## src/ccmse_pkg.sv

```systemverilog
package ccmse_pkg;
   // ********************************************************
   // Register map (word index, byte address = 4 * index)
   // ********************************************************
   localparam logic [11:0] IDX_INT_STATUS = 12'h803;
   localparam logic [11:0] IDX_L1_CHANGE = 12'h804;
   localparam logic [11:0] IDX_L2_CHANGE = 12'h805;
   localparam logic [11:0] IDX_L1_HITS = 12'h806;
   localparam logic [11:0] IDX_L2_HITS = 12'h807;
   localparam logic [11:0] IDX_INT_MASK = 12'h810;
   localparam logic [11:0] IDX_CONTROL = 12'h811;
   localparam logic [11:0] IDX_L1_DBCLR = 12'h812;
   localparam logic [11:0] IDX_L2_DBCLR = 12'h813;
   localparam logic [11:0] IDX_HIT_DEB = 12'h814;
   localparam logic [11:0] IDX_MSG_DEB = 12'h815;
   localparam int ADDR_W = 14;

   // ********************************************************
   // Interrupt status bit positions
   // ********************************************************
   localparam int BIT_VALID = 7;
   localparam int BIT_PULLUP = 6;
   localparam int BIT_DETACH = 5;
   localparam int BIT_ATTACH = 4;
   localparam int BIT_L2_SUM = 1;
   localparam int BIT_L1_SUM = 0;
   localparam logic [15:0] INT_W1C_MASK = 16'h00f0;

   // ********************************************************
   // Control bit positions
   // ********************************************************
   localparam int CTL_COMP_EN = 0;
   localparam int CTL_STANDALONE = 1;
   localparam int CTL_ROLE_SRC = 2;
   localparam int CTL_UNIT_FINE = 3;

   // ********************************************************
   // Reset values
   // ********************************************************
   localparam logic [7:0] HITS_RST_SRC = 8'hff;
   localparam logic [7:0] HITS_RST_SNK = 8'h00;
   localparam logic [15:0] INT_RST = 16'h0000;
   localparam logic [7:0] CHG_RST = 8'h00;
   localparam logic [7:0] BYTE_ZERO = 8'h00;

   // ********************************************************
   // Timing
   // ********************************************************
   localparam int CLK_MHZ = 200;
   localparam int UNIT_COARSE_US = 1600;
   localparam int UNIT_FINE_US = 100;
   localparam int UNIT_COARSE_CYC = UNIT_COARSE_US * CLK_MHZ;
   localparam int UNIT_FINE_CYC = UNIT_FINE_US * CLK_MHZ;
   localparam int MSG_UNIT_CYC = UNIT_FINE_CYC;

   typedef enum {ccmse_unattached, ccmse_attach_wait, ccmse_attached} ccmse_state_t;

   typedef struct packed {
      logic [7:0] line1;
      logic [7:0] line2;
   } ccmse_lines_t;

   typedef struct packed {
      logic attach;
      logic detach;
      logic pullup_change;
      logic open_seen;
   } ccmse_link_t;
endpackage

```

## src/ccmse_top.sv

```systemverilog
// The Avalon-MM interface to the registers was decided locally.
module ccmse_top
   import ccmse_pkg::*;
#(
   parameter int COARSE_CYC = UNIT_COARSE_CYC,
   parameter int FINE_CYC = UNIT_FINE_CYC,
   parameter int MSG_CYC = MSG_UNIT_CYC
) (
   input wire logic mclk,
   input wire logic rstn,
   input wire logic clk_en,
   input wire logic [ADDR_W-1:0] avs_address,
   input wire logic avs_read,
   input wire logic avs_write,
   input wire logic [31:0] avs_writedata,
   input wire logic [3:0] avs_byteenable,
   output logic [31:0] avs_readdata,
   output logic avs_waitrequest,
   input wire ccmse_lines_t comp_raw,
   input wire ccmse_link_t link_evt,
   input wire logic [1:0] link_state,
   output logic irq
);
   // ********************************************************
   // Input synchronisers
   // ********************************************************
   ccmse_lines_t raw_s1, raw_s2;
   ccmse_link_t evt_s1, evt_s2, evt_d;
   logic [1:0] st_s1, st_s2;
   always_ff @(posedge mclk) begin
      if (!rstn) begin
         raw_s1 <= '0;
         raw_s2 <= '0;
         evt_s1 <= '0;
         evt_s2 <= '0;
         evt_d <= '0;
         st_s1 <= '0;
         st_s2 <= '0;
      end else if (clk_en) begin
         raw_s1 <= comp_raw;
         raw_s2 <= raw_s1;
         evt_s1 <= link_evt;
         evt_s2 <= evt_s1;
         evt_d <= evt_s2;
         st_s1 <= link_state;
         st_s2 <= st_s1;
      end
   end
   ccmse_link_t evt_pulse;
   assign evt_pulse = evt_s2 & ~evt_d;

   // ********************************************************
   // Registers
   // ********************************************************
   logic [15:0] int_sts, next_int_sts, int_mask, next_int_mask;
   logic [7:0] ctl, next_ctl, dbclr1, next_dbclr1, dbclr2, next_dbclr2;
   logic [7:0] hit_deb, next_hit_deb, msg_deb, next_msg_deb;
   logic [7:0] chg1, next_chg1, chg2, next_chg2;
   ccmse_lines_t hits, next_hits;
   logic seen_valid, next_seen_valid;
   logic [31:0] rdata, next_rdata;
   logic ack, next_ack;
   logic [31:0] unit_cnt, next_unit_cnt;
   logic [7:0] tick_cnt, next_tick_cnt;
   ccmse_state_t st;

   function automatic logic [7:0] w1c(input logic [7:0] cur, input logic [7:0] setb,
                                      input logic [7:0] clr);
      return setb | (cur & ~clr);
   endfunction

   function automatic logic [7:0] mix(input logic [7:0] deb, input logic [7:0] raw,
                                      input logic [7:0] en);
      return (deb & en) | (raw & ~en);
   endfunction

   logic role_src, standalone, comp_en, sink_alone;
   assign role_src = ctl[CTL_ROLE_SRC];
   assign standalone = ctl[CTL_STANDALONE];
   assign comp_en = ctl[CTL_COMP_EN];
   assign sink_alone = standalone & ~role_src;

   always_comb begin
      case (st_s2)
         2'h1: st = ccmse_attach_wait;
         2'h2: st = ccmse_attached;
         default: st = ccmse_unattached;
      endcase
   end

   // ********************************************************
   // Debounce timer
   // ********************************************************
   logic [31:0] unit_len, target;
   logic tick, update, active, hold;
   always_comb begin
      unit_len = ctl[CTL_UNIT_FINE] ? 32'(FINE_CYC) : 32'(COARSE_CYC);
      target = 32'(hit_deb);
      case (st)
         ccmse_unattached: begin
            unit_len = ctl[CTL_UNIT_FINE] ? 32'(FINE_CYC) : 32'(COARSE_CYC);
            target = 32'(hit_deb);
            hold = 1'b0;
         end
         ccmse_attach_wait: begin
            unit_len = 32'(MSG_CYC);
            target = 32'(msg_deb);
            hold = ~evt_s2.open_seen;
         end
         ccmse_attached: begin
            unit_len = 32'(MSG_CYC);
            target = 32'(msg_deb);
            hold = 1'b0;
         end
         default: begin
            hold = 1'b1;
         end
      endcase
      active = comp_en | standalone;
      tick = (unit_cnt + 32'h1 >= unit_len);
      next_unit_cnt = (!active || hold || tick) ? 32'h0 : unit_cnt + 32'h1;
      next_tick_cnt = tick_cnt;
      update = 1'b0;
      if (!active || hold) begin
         next_tick_cnt = 8'h00;
      end else if (tick) begin
         if (32'(tick_cnt) + 32'h1 >= target) begin
            update = 1'b1;
            next_tick_cnt = 8'h00;
         end else begin
            next_tick_cnt = tick_cnt + 8'h1;
         end
      end
   end

   // ********************************************************
   // Hits, changes and interrupt status
   // ********************************************************
   logic wr_hit, rd_hit;
   logic [11:0] idx;
   logic [15:0] wd;
   logic [7:0] set1, set2;
   logic [15:0] ev_set;
   assign idx = avs_address[ADDR_W-1:2];
   assign wr_hit = avs_write & ack;
   assign rd_hit = avs_read & ~ack;
   assign wd = {avs_byteenable[1] ? avs_writedata[15:8] : BYTE_ZERO,
                avs_byteenable[0] ? avs_writedata[7:0] : BYTE_ZERO};

   always_comb begin
      next_hits = hits;
      if (!standalone && !comp_en) begin
         next_hits.line1 = role_src ? HITS_RST_SRC : HITS_RST_SNK;
         next_hits.line2 = role_src ? HITS_RST_SRC : HITS_RST_SNK;
      end else if (update) begin
         next_hits.line1 = mix(raw_s2.line1, raw_s2.line1, dbclr1);
         next_hits.line2 = mix(raw_s2.line2, raw_s2.line2, dbclr2);
      end
      if ((standalone || comp_en) && !update) begin
         next_hits.line1 = mix(hits.line1, raw_s2.line1, dbclr1);
         next_hits.line2 = mix(hits.line2, raw_s2.line2, dbclr2);
      end
      next_seen_valid = seen_valid | ((standalone || comp_en) && update);
      set1 = (standalone || comp_en) ? (next_hits.line1 ^ hits.line1) : BYTE_ZERO;
      set2 = (standalone || comp_en) ? (next_hits.line2 ^ hits.line2) : BYTE_ZERO;
      next_chg1 = w1c(chg1, set1, (wr_hit && idx == IDX_L1_CHANGE) ? wd[7:0] : BYTE_ZERO);
      next_chg2 = w1c(chg2, set2, (wr_hit && idx == IDX_L2_CHANGE) ? wd[7:0] : BYTE_ZERO);
      ev_set = INT_RST;
      ev_set[BIT_VALID] = update && !seen_valid && (standalone || comp_en);
      ev_set[BIT_PULLUP] = sink_alone & evt_pulse.pullup_change;
      ev_set[BIT_DETACH] = standalone & evt_pulse.detach;
      ev_set[BIT_ATTACH] = standalone & evt_pulse.attach;
      next_int_sts = ev_set | (int_sts & ~((wr_hit && idx == IDX_INT_STATUS) ?
                                           (wd & INT_W1C_MASK) : INT_RST));
      next_int_sts[BIT_L1_SUM] = |(set1 & ~chg1);
      next_int_sts[BIT_L2_SUM] = |(set2 & ~chg2);
      if (!sink_alone) begin
         next_int_sts[BIT_PULLUP] = 1'b0;
      end
   end

   // ********************************************************
   // Avalon-MM slave
   // ********************************************************
   always_comb begin
      next_int_mask = int_mask;
      next_ctl = ctl;
      next_dbclr1 = dbclr1;
      next_dbclr2 = dbclr2;
      next_hit_deb = hit_deb;
      next_msg_deb = msg_deb;
      next_ack = (avs_read | avs_write) & ~ack;
      next_rdata = rdata;
      if (wr_hit) begin
         case (idx)
            IDX_INT_MASK: next_int_mask = wd;
            IDX_CONTROL: next_ctl = wd[7:0];
            IDX_L1_DBCLR: next_dbclr1 = wd[7:0];
            IDX_L2_DBCLR: next_dbclr2 = wd[7:0];
            IDX_HIT_DEB: next_hit_deb = wd[7:0];
            IDX_MSG_DEB: next_msg_deb = wd[7:0];
            default: next_ctl = ctl;
         endcase
      end
      if (rd_hit) begin
         case (idx)
            IDX_INT_STATUS: next_rdata = {16'h0000, int_sts};
            IDX_L1_CHANGE: next_rdata = {24'h000000, chg1};
            IDX_L2_CHANGE: next_rdata = {24'h000000, chg2};
            IDX_L1_HITS: next_rdata = {24'h000000, hits.line1};
            IDX_L2_HITS: next_rdata = {24'h000000, hits.line2};
            IDX_INT_MASK: next_rdata = {16'h0000, int_mask};
            IDX_CONTROL: next_rdata = {24'h000000, ctl};
            IDX_L1_DBCLR: next_rdata = {24'h000000, dbclr1};
            IDX_L2_DBCLR: next_rdata = {24'h000000, dbclr2};
            IDX_HIT_DEB: next_rdata = {24'h000000, hit_deb};
            IDX_MSG_DEB: next_rdata = {24'h000000, msg_deb};
            default: next_rdata = 32'h00000000;
         endcase
      end
   end
   assign avs_waitrequest = (avs_read | avs_write) & ~ack;
   assign avs_readdata = rdata;

   always_ff @(posedge mclk) begin
      if (!rstn) begin
         int_sts <= INT_RST;
         int_mask <= INT_RST;
         ctl <= BYTE_ZERO;
         dbclr1 <= BYTE_ZERO;
         dbclr2 <= BYTE_ZERO;
         hit_deb <= BYTE_ZERO;
         msg_deb <= BYTE_ZERO;
         chg1 <= CHG_RST;
         chg2 <= CHG_RST;
         hits <= {HITS_RST_SNK, HITS_RST_SNK};
         seen_valid <= 1'b0;
         rdata <= 32'h00000000;
         ack <= 1'b0;
         unit_cnt <= 32'h0;
         tick_cnt <= 8'h00;
         irq <= 1'b0;
      end else if (clk_en) begin
         int_sts <= next_int_sts;
         int_mask <= next_int_mask;
         ctl <= next_ctl;
         dbclr1 <= next_dbclr1;
         dbclr2 <= next_dbclr2;
         hit_deb <= next_hit_deb;
         msg_deb <= next_msg_deb;
         chg1 <= next_chg1;
         chg2 <= next_chg2;
         hits <= next_hits;
         seen_valid <= next_seen_valid;
         rdata <= next_rdata;
         ack <= next_ack;
         unit_cnt <= next_unit_cnt;
         tick_cnt <= next_tick_cnt;
         irq <= |(next_int_sts & int_mask);
      end
   end
endmodule

```

## config.mk

```make
export PLATFORM = sky130hd
export DESIGN_NAME = ccmse_top
export DESIGN_NICKNAME = d
export VERILOG_FILES = /design/src/ccmse_pkg.sv /design/src/ccmse_top.sv
export SDC_FILE = /design/constraint.sdc
export NUM_CORES = 1
export LEC_CHECK = 0
export ABC_CLOCK_PERIOD_IN_PS = 11300
export BUFFER_PORTS_ARGS = -buffer_cell sky130_fd_sc_hd__clkbuf_2
export CAP_MARGIN = 0
export CORE_ASPECT_RATIO = 0.75
export CORE_MARGIN = 3
export CORE_UTILIZATION = 45
export CTS_CLUSTER_SIZE = 40
export DETAILED_ROUTE_END_ITERATION = 10
export HOLD_SLACK_MARGIN = 0.03
export SLEW_MARGIN = 20
export SYNTH_ARGS = -nofsm -noshare
export SYNTH_HDL_FRONTEND = slang
export SYNTH_SLANG_ARGS = --single-unit
```

## constraint.sdc

```tcl
create_clock -name mclk -period 11.3 [get_ports mclk]
set_clock_uncertainty 0.1 [all_clocks]
set_input_delay 1.695 -clock mclk [delete_from_list [all_inputs] [get_ports mclk]]
set_output_delay 1.695 -clock mclk [all_outputs]
set_load 0.01 [all_outputs]
```

==> flow_summary.ini, run 1 <==
[worst_setup_path]
cp.required_ns = 11.50
max_stage_delay_ns = 0.91
crit_buf_inv = 0
path_delay_family = compound AO/OA/AOI/OAI gates
crit_chain = and4_1 -> nand3_1 -> nor2_1 -> xor2_1 -> ha_1 -> and3_1 -> a211oi_1 -> a41oi_1 -> o221ai_1 -> o211ai_4 -> o31ai_4 -> a211oi_1 -> o311ai_1 -> a31oi_1
start_kind = flop
worstPathArrival_ns = 5.59
cp_max_fo = 19
cp_common_cell = a211oi_1
criticalPathCategory = reg -> reg
worst_setup_path_end_kind = flop
slowest_stage = o31ai_4

[power_and_ir_drop]
leakage_nw = 4.36
peakVddDrop_v = 0.0000965
swShare_pct = 24.8
power_frac_comb_pct = 7.4
seqPwrFrac_pct = 50.8
p_sw_mw = 0.357
power_density_nw_per_um2 = 121
p_int_mw = 1.08
pwr-share-clk_pct = 41.8

[global_route]
grt_pass1_vias = 8535
antenna_found_initial = 1
grt_max_degree = 99
grt_usage_pct = 24.8
grt_pass1_wl_um = 50400
grt-ovfl-total = 0

[logic_synthesis]
yosys.area_share.simple_pct = 22.6
async_reset_ff_share_pct = 0
synth_area_leaders = dfxtp_1 37%, mux2i_1 7.7%, nor2b_1 4.8%, o21ai_0 4.6%, nand2_1 4.4%
ys.warnings.count = 0
synth_fa_ha_area_share_pct = 2.08
ys_types = 83
synth_area_per_cell_um2 = 8.52
synth_top_area_share_pct = 36.9
synth_top_family_by_area = simple AND/OR/NAND/NOR gates
synthCells = 1273
synth_commonest_cells = 200 x dfxtp_1, 128 x nand2_1, 100 x o21ai_0
synth_xor_area_share_pct = 4.04
ys.flop_type = dfxtp_1
synthMuxAreaShare_pct = 8.28
synth_area_um2 = 10800
ys_seq_area_share_pct = 36.9
synth_edf_count = 0
synth.most_common_cell = dfxtp_1
synth_top_cell_by_area = dfxtp_1
synth_compound_area_share_pct = 21.3
ys_seq_elements = 200

[drt]
routed-via-count = 9452
drt-total-wl_um = 32400
avgRoutedWirePerCell_um = 20.0
drc = 0
drt-pass1-iter-count = 5
via_per_inst = 5.83
drt_iter0_drc = 1000
ant_nets = 0

[floorplan]
coreArea_um2 = 23400
die_y_um = 140
rows = 48
start_util_pct = 46.4
dieArea_um2 = 26000
ios = 111
die_w_um = 185

[placed_design]
placed_cell_area_um2 = 11400
numPortBuffers = 74
gp_congestion = 0.912
dpl.hpwl_um = 22700

[cells_and_area]
fin_area_um2 = 11900
fillers = 2228
utilization_pct = 51.1
nets = 1403
area_growth_pct = 9.99
drive_gt1_share_pct = 10.9
n_antenna_cell = 0

[clock_tree]
h-tree-depth = 4
clkLatencyLatePin_ns = 0.45
cts_sinks = 200
ctsRootBufferMaster = clkbuf_16
tritoncts = built
cts_setup_buffers = 0
cts_resized = 0
clockBufferDepth = 2
hold_buffers = 0
cts_made_buffers = 17
clk_pin_slew_ns = 0.08

[sta]
final-hold-violation-count = 0
maxSlewHeadroom_pct = 27.9
rsz0062_at_grt = false
setup_viol = 0
tightest_slew_ns = 1.08
fmax_mhz = 186
setup_tns_ns = 0
min_period_ns = 5.38
min_period_over_period_pct = 47.6
slew_viol_final = 0

[run_status]
outcome = finished clean

[min_path]
hp-class = reg -> reg

[flow_run]
max-cap-violations = 0
state kept, by name (all words and copies together) (netlist names), 3 cells and up:
| signal | flops |
|---|---|
| int_mask | 16 |
| avs_readdata | 16 |
| dbclr1 | 8 |
| msg_deb | 8 |
| dbclr2 | 8 |
| evt_s2 | 4 |
| chg2 | 8 |
| unit_cnt | 32 |
| hit_deb | 8 |
| hits | 16 |
| int_sts | 6 |
| ctl | 8 |
| evt_d | 3 |
| raw_s2 | 16 |
| raw_s1 | 16 |
| evt_s1 | 4 |
| chg1 | 8 |
| tick_cnt | 8 |
per-layer routing:
layer | track usage [%] | vias up | routed length [um]
li1 | - | 4632 | -
met1 | 39.0 | 4424 | 16400
met2 | 32.9 | 355 | 12700
met3 | 6.62 | 41 | 2840
met4 | 6.39 | 0 | 556
met5 | 0 | - | 0
metrics by stage:
step	std cells	setup WS [ns]	hold slack [ns]	power (mW)
after floorplan	1288	6.77	0.340	0.817
after global routing	1620	5.69	0.396	1.49
after CTS	1620	6.05	0.369	1.45
final	1620	5.92	0.364	1.44
after global placement	1589	6.13	0.355	0.851
after detailed placement	1589	6.11	0.360	0.853
power groups by stage:
stage / Clock, mW / Sequential (mW) / Combinational (mW)
after floorplan: 0 / 0.742 / 0.0748
after global placement: 0 / 0.747 / 0.104
after detailed placement: 0 / 0.747 / 0.105
after CTS: 0.611 / 0.731 / 0.106
after global routing: 0.645 / 0.732 / 0.117
final: 0.601 / 0.731 / 0.107
path summary, 6_finish.rpt:
path                       startpoint                       end  slack (ns)  cells after the start
min          int_mask[8]$_SDFFE_PN0P_  int_mask[8]$_SDFFE_PN0P_        0.36                      2
max reg2reg  unit_cnt[5]$_SDFFE_PN0P_          irq$_SDFFE_PN0P_        5.92                     14
max          unit_cnt[5]$_SDFFE_PN0P_          irq$_SDFFE_PN0P_        5.92                     14
min reg2reg  int_mask[8]$_SDFFE_PN0P_  int_mask[8]$_SDFFE_PN0P_        0.36                      2
cell families after synthesis:
kind of cell | count (synthesis)
buffers and inverters | 117
AO/OA/AOI/OAI | 335
AND/OR/NAND/NOR | 464
multiplexers | 88
XOR/XNOR | 50
flip-flops | 200
adder cells (fa/ha/maj) | 18
other | 1
worst register-to-register path: stages (launching register included):
cell and delay [ns]:
dfxtp_1 0.52, and4_1 0.34, nand3_1 0.40, nor2_1 0.25, xor2_1 0.22, ha_1 0.29, and3_1 0.19, a211oi_1 0.23
a41oi_1 0.13, o221ai_1 0.35, o211ai_4 0.25, o31ai_4 0.92, a211oi_1 0.22, o311ai_1 0.66, a31oi_1 0.16
cells in the final DEF (no fill, tap or decap), types with 9 or more instances in the layout:
cell       synthesis  routed
a21boi_0          44      44
a21oi_1           41      41
a221oi_1           9       9
a22oi_1           17      17
a311oi_1          19      19
and2_1            57      57
and3_1             9       9
buf_4             17      16
clkbuf_16          0      17
clkbuf_2           0      72
conb_1             1      16
dfxtp_1          200     200
ha_1              18      18
inv_1             30      30
mux2i_1           83      83
nand2_1          128     128
nand3_1           37      37
nand4_1           11      11
nor2_1            52      52
nor2b_1           84      84
nor3_1            30      29
nor4_1            10      10
o21a_1            15      15
o21ai_0          100     100
xnor2_1           23      23
xor2_1            27      27
cell type report:
cell class / count / area [um^2] / share of cell area [%]
Timing Repair Buffer: 88 / 480 / 4.03
Inverter: 30 / 113 / 0.944
Clock buffer: 21 / 470 / 3.94
Clock inverter: 10 / 97.6 / 0.818
Tap cell: 300 / 375 / 3.15
Sequential cell: 200 / 4000 / 33.6
Multi-Input combinational cell: 971 / 6390 / 53.6
Power figures use the tool's default switching activity.
==> run 2, diff against run 1 <==
Settings changed: ABC_CLOCK_PERIOD_IN_PS 11300 to 5300.
Clock period 11.3 ns to 5.3 ns, I/O delays scaled along.
==> flow_summary.ini, run 2 (synthesis results as in run 1) <==
[drt]
routed-via-count = 9609
drt_iter0_drc = 847
drt-total-wl_um = 33000
drc = 0
drt-pass1-iter-count = 5
ant_nets = 0
via_per_inst = 5.89
avgRoutedWirePerCell_um = 20.2

[clock_tree]
ctsRootBufferMaster = clkbuf_16
clk_pin_slew_ns = 0.07
tritoncts = built
cts_resized = 0
hold_buffers = 0
cts_setup_buffers = 0
cts_sinks = 200
cts_made_buffers = 17
clkLatencyLatePin_ns = 0.46
clockBufferDepth = 2
h-tree-depth = 4

[cells_and_area]
drive_gt1_share_pct = 11.8
nets = 1414
fin_area_um2 = 12100
layout_commonest_cell = dfxtp_1
area_growth_pct = 11.4
regMostFlops = unit_cnt
regArea_um2 = 4000
fillers = 2211
largest_reg_flops = 32
n_antenna_cell = 0
fin_cells = 1632
final_cell_mix = 200 x dfxtp_1, 128 x nand2_1, 100 x o21ai_0
multiInputGateArea_um2 = 6390

[placed_design]
dp_cells = 1600
dpl.hpwl_um = 23400
numPortBuffers = 74
dpl_worst_slack_ns = 0.778
placed_cell_area_um2 = 11400
gp_congestion = 0.915

[global_route]
grt_use_met1_pct = 39.2
met2_usage_pct = 35.2
grt_pass1_wl_um = 51600
grt_usage_pct = 25.5
grt-ovfl-total = 0
grt_max_degree = 76
use_met3_pct = 6.54
grt_pass1_vias = 8674
antenna_found_initial = 0
busiest_layer = met1

[sta]
fin_hold_ws_ns = 0.363
setup_viol = 0
setup_tns_ns = 0
final-hold-violation-count = 0
min_period_over_period_pct = 88.5
fin_ws_ns = 0.611
maxSlewHeadroom_pct = 27.0
slew_viol_final = 0
min_period_ns = 4.69
fmax_mhz = 213
tightest_slew_ns = 1.09
rsz0062_at_grt = false

[floorplan]
dieArea_um2 = 26000
coreArea_um2 = 23400
die_y_um = 140
die_w_um = 185
start_util_pct = 46.4
ios = 111
rows = 48

[run_status]
outcome = finished clean

[worst_setup_path]
worstPathArrival_ns = 4.90
crit_chain = ha_1 -> nand4_1 -> nor4_4 -> nand2_1 -> xnor2_1 -> ha_1 -> nand4b_1 -> o2bb2ai_1 -> o2111ai_2 -> buf_4 -> nor3_1 -> o311ai_1 -> o311ai_1 -> a31oi_1
worst_setup_path_end_kind = flop
max_stage_delay_ns = 0.60
criticalPathCategory = reg -> reg
crit_buf_inv = 1
slowest_stage = o311ai_1
start_kind = flop
path_delay_family = simple AND/OR/NAND/NOR gates
cp.required_ns = 5.51
cp_max_fo = 8

[power_and_ir_drop]
p_int_mw = 2.41
power_density_nw_per_um2 = 266
pwr-share-clk_pct = 44.5
seqPwrFrac_pct = 48.5
leakage_nw = 4.45
p_sw_mw = 0.811
peakVddDrop_v = 0.000234
swShare_pct = 25.2
power_frac_comb_pct = 7.0

[min_path]
hp-class = reg -> reg

[flow_run]
max-cap-violations = 0
-- run 2: changes by cell type in the layout (fill, tap and decap cells not counted) --
cell	delta
buf_4	+11
bufinv_16	+2
clkbuf_1	-1
clkbuf_8	-1
clkinv_2	-1
clkinv_4	-2
clkinvlp_4	-2
inv_6	+2
inv_8	+4
-- run 2: layout make-up --
type	instances	area share (%)
tap	300	3.11
clock buffer	19	3.75
inverter	30	0.932
clock inverter	13	1.51
multi-input combinational	971	52.9
timing repair buffer	99	4.66
sequential	200	33.1
-- run 2: worst paths after layout --
| path | start | end | slack, ns | depth (start not counted) |
|---|---|---|---|---|
| worst min-delay path | int_mask[10]$_SDFFE_PN0P_ | int_mask[10]$_SDFFE_PN0P_ | 0.36 | 2 |
| worst max-delay path | unit_cnt[0]$_SDFFE_PN0P_ | irq$_SDFFE_PN0P_ | 0.61 | 14 |
| worst min register to register | int_mask[10]$_SDFFE_PN0P_ | int_mask[10]$_SDFFE_PN0P_ | 0.36 | 2 |
| worst max register to register | unit_cnt[0]$_SDFFE_PN0P_ | irq$_SDFFE_PN0P_ | 0.61 | 14 |
-- run 2: through the flow --
stage / utilization (%) / power, mW
after floorplan: - / 1.74
after global placement: 49.0 / 1.82
after detailed placement: 49.0 / 1.82
after CTS: 51.7 / 3.24
after global routing: 51.7 / 3.33
final: 51.7 / 3.22
-- run 2: per-layer routing --
| metal | routed length, um | up-vias | part of all wire, % |
|---|---|---|---|
| met5 | 0 | - | 0 |
| met4 | 504 | 0 | 1.5 |
| met3 | 3010 | 38 | 9.1 |
| met2 | 13300 | 371 | 40 |
| met1 | 16100 | 4563 | 49 |
| li1 | - | 4637 | - |
-- run 2: worst reg2reg max path, cell delays in order (launching register included) --
cell	delay, ns
dfxtp_1	0.44
ha_1	0.30
nand4_1	0.34
nor4_4	0.57
nand2_1	0.22
xnor2_1	0.17
ha_1	0.20
nand4b_1	0.17
o2bb2ai_1	0.25
o2111ai_2	0.29
buf_4	0.28
nor3_1	0.30
o311ai_1	0.15
o311ai_1	0.60
a31oi_1	0.16
-- run 2: power groups by stage --
stage	logic, mW	clock network [mW]	registers (mW)
after global routing	0.250	1.52	1.56
final	0.227	1.43	1.56
after floorplan	0.159	0	1.58
after CTS	0.226	1.45	1.56
after detailed placement	0.225	0	1.59
after global placement	0.223	0	1.59
==> run 3, diff against run 2 <==
Settings changed: ABC_AREA set to 1.
==> flow_summary.ini, run 3 <==
[run_status]
outcome = finished clean

[placed_design]
gp_congestion = 0.960
dpl_worst_slack_ns = 1.08
placed_cell_area_um2 = 11000
numPortBuffers = 74
dp_cells = 1862
dpl.hpwl_um = 23500

[worst_setup_path]
path_delay_family = simple AND/OR/NAND/NOR gates
cp_common_cell = nand2_1
cp.required_ns = 5.55
criticalPathCategory = reg -> reg
slowest_stage = ha_1
cp_max_fo = 19
worst_setup_path_end_kind = flop
crit_buf_inv = 3
start_kind = flop
max_stage_delay_ns = 0.51
worstPathArrival_ns = 4.59

[global_route]
grt_usage_pct = 25.9
grt_max_degree = 90
antenna_found_initial = 0
grt_pass1_vias = 9325
grt_pass1_wl_um = 51900
grt-ovfl-total = 0

[power_and_ir_drop]
p_total_mw = 3.14
power_density_nw_per_um2 = 270
peakVddDrop_v = 0.000228
leakage_nw = 4.51

[cells_and_area]
fin_area_um2 = 11600
nets = 1682
fin_cells = 1893
utilization_pct = 51.6
area_growth_pct = 10.3
n_antenna_cell = 0
drive_gt1_share_pct = 10.5
regMostFlops = unit_cnt
largest_reg_flops = 32
layout_commonest_cell = nand2_1
final_cell_mix = 281 x nand2_1, 200 x dfxtp_1, 188 x nor2_1

[sta]
setup_tns_ns = 0
min_period_over_period_pct = 81.9
fin_ws_ns = 0.957
setup_viol = 0
tightest_slew_ns = 1.09
final-hold-violation-count = 0
rsz0062_at_grt = false
maxSlewHeadroom_pct = 27.5
fin_hold_ws_ns = 0.356
slew_viol_final = 0
fmax_mhz = 230
min_period_ns = 4.34

[logic_synthesis]
synthCells = 1550
synth_edf_count = 0
ys_seq_area_share_pct = 38.0
synth.most_common_cell = nand2_1
synth_area_per_cell_um2 = 6.80
ys.flop_type = dfxtp_1
synth_area_leaders = dfxtp_1 38%, nand2_1 10%, o21ai_0 7.8%, a21oi_1 6.9%, nor2_1 6.7%
async_reset_ff_share_pct = 0
synth_top_area_share_pct = 38.0
ys_seq_elements = 200
synth_commonest_cells = 281 x nand2_1, 200 x dfxtp_1, 188 x nor2_1
synth_area_um2 = 10500
ys_types = 44
synth_top_cell_by_area = dfxtp_1
ys.warnings.count = 0

[floorplan]
coreArea_um2 = 22500
start_util_pct = 46.8
die_w_um = 183
rows = 47
dieArea_um2 = 25300
die_y_um = 139
ios = 111

[clock_tree]
h-tree-depth = 4
hold_buffers = 0
cts_made_buffers = 17
clockBufferDepth = 2
clk_pin_slew_ns = 0.07
cts_setup_buffers = 0
cts_sinks = 200
cts_resized = 0
clkLatencyLatePin_ns = 0.45
tritoncts = built
ctsRootBufferMaster = clkbuf_16

[drt]
routed-via-count = 10500
drt-pass1-iter-count = 6
ant_nets = 0
avgRoutedWirePerCell_um = 17.6
drc = 0
drt-total-wl_um = 33400
drt_iter0_drc = 1103
via_per_inst = 5.53

[flow_run]
max-cap-violations = 0

[min_path]
hp-class = reg -> reg
-- run 3: cell count changes in the layout (fill, tap and decap cells not counted), moves of 44 or more --
cell and delta:
a21boi_0 -44, a21oi_1 +105, and2_1 -57, inv_1 +129
mux2i_1 -83, nand2_1 +153, nand3_1 +44, nand4_1 +45
nor2_1 +136, nor2b_1 -84, o21ai_0 +65
-- run 3: path summary, 6_finish.rpt --
kind | startpoint | to | slack (ns) | cells past startpoint
worst min-delay path | evt_d[1]$_SDFFE_PN0P_ | evt_d[1]$_SDFFE_PN0P_ | 0.36 | 2
worst min register to register | evt_d[1]$_SDFFE_PN0P_ | evt_d[1]$_SDFFE_PN0P_ | 0.36 | 2
worst max-delay path | st_s2[1]$_SDFFE_PN0P_ | irq$_SDFFE_PN0P_ | 0.96 | 26
worst max register to register | st_s2[1]$_SDFFE_PN0P_ | irq$_SDFFE_PN0P_ | 0.96 | 26
-- run 3: power by group --
group / switching (mW) / internal (mW)
Clock: 0.640 / 0.689
Sequential: 0.0259 / 1.54
Combinational: 0.172 / 0.0733
Total: 0.838 / 2.30
-- run 3: cell type report --
cell class | instances | area (um^2)
clock buffer | 19 | 453
clock inverter | 12 | 131
fill | 2295 | 10900
inverter | 169 | 634
multi-input combinational | 1109 | 5540
sequential | 200 | 4000
tap | 294 | 368
timing repair buffer | 90 | 493
-- run 3: logic make-up after synthesis --
kind of cell               share of synthesized area [%]
xor gates and xnor gates                            1.25
other                                             0.0356
buffers and inverters                               9.98
DFF                                                 38.0
AOI/OAI and AO/OA                                   19.1
adders and majority gates                           2.14
and+or+nand+nor                                     29.5
-- run 3: tightest hold or removal path: cells and delay by family (launching register included) --
| family | cells | cell delay, ns |
|---|---|---|
| buf+inv | 1 | 0.06 |
| flops | 1 | 0.30 |
| compound gates | 1 | 0.06 |
-- run 3: layer usage --
| layer | up-vias | wire [um] | track usage, % |
|---|---|---|---|
| met5 | - | 0 | 0 |
| li1 | 5239 | - | - |
| met3 | 55 | 2740 | 6.72 |
| met2 | 376 | 14100 | 38.0 |
| met1 | 4798 | 15600 | 37.1 |
| met4 | 0 | 852 | 8.01 |
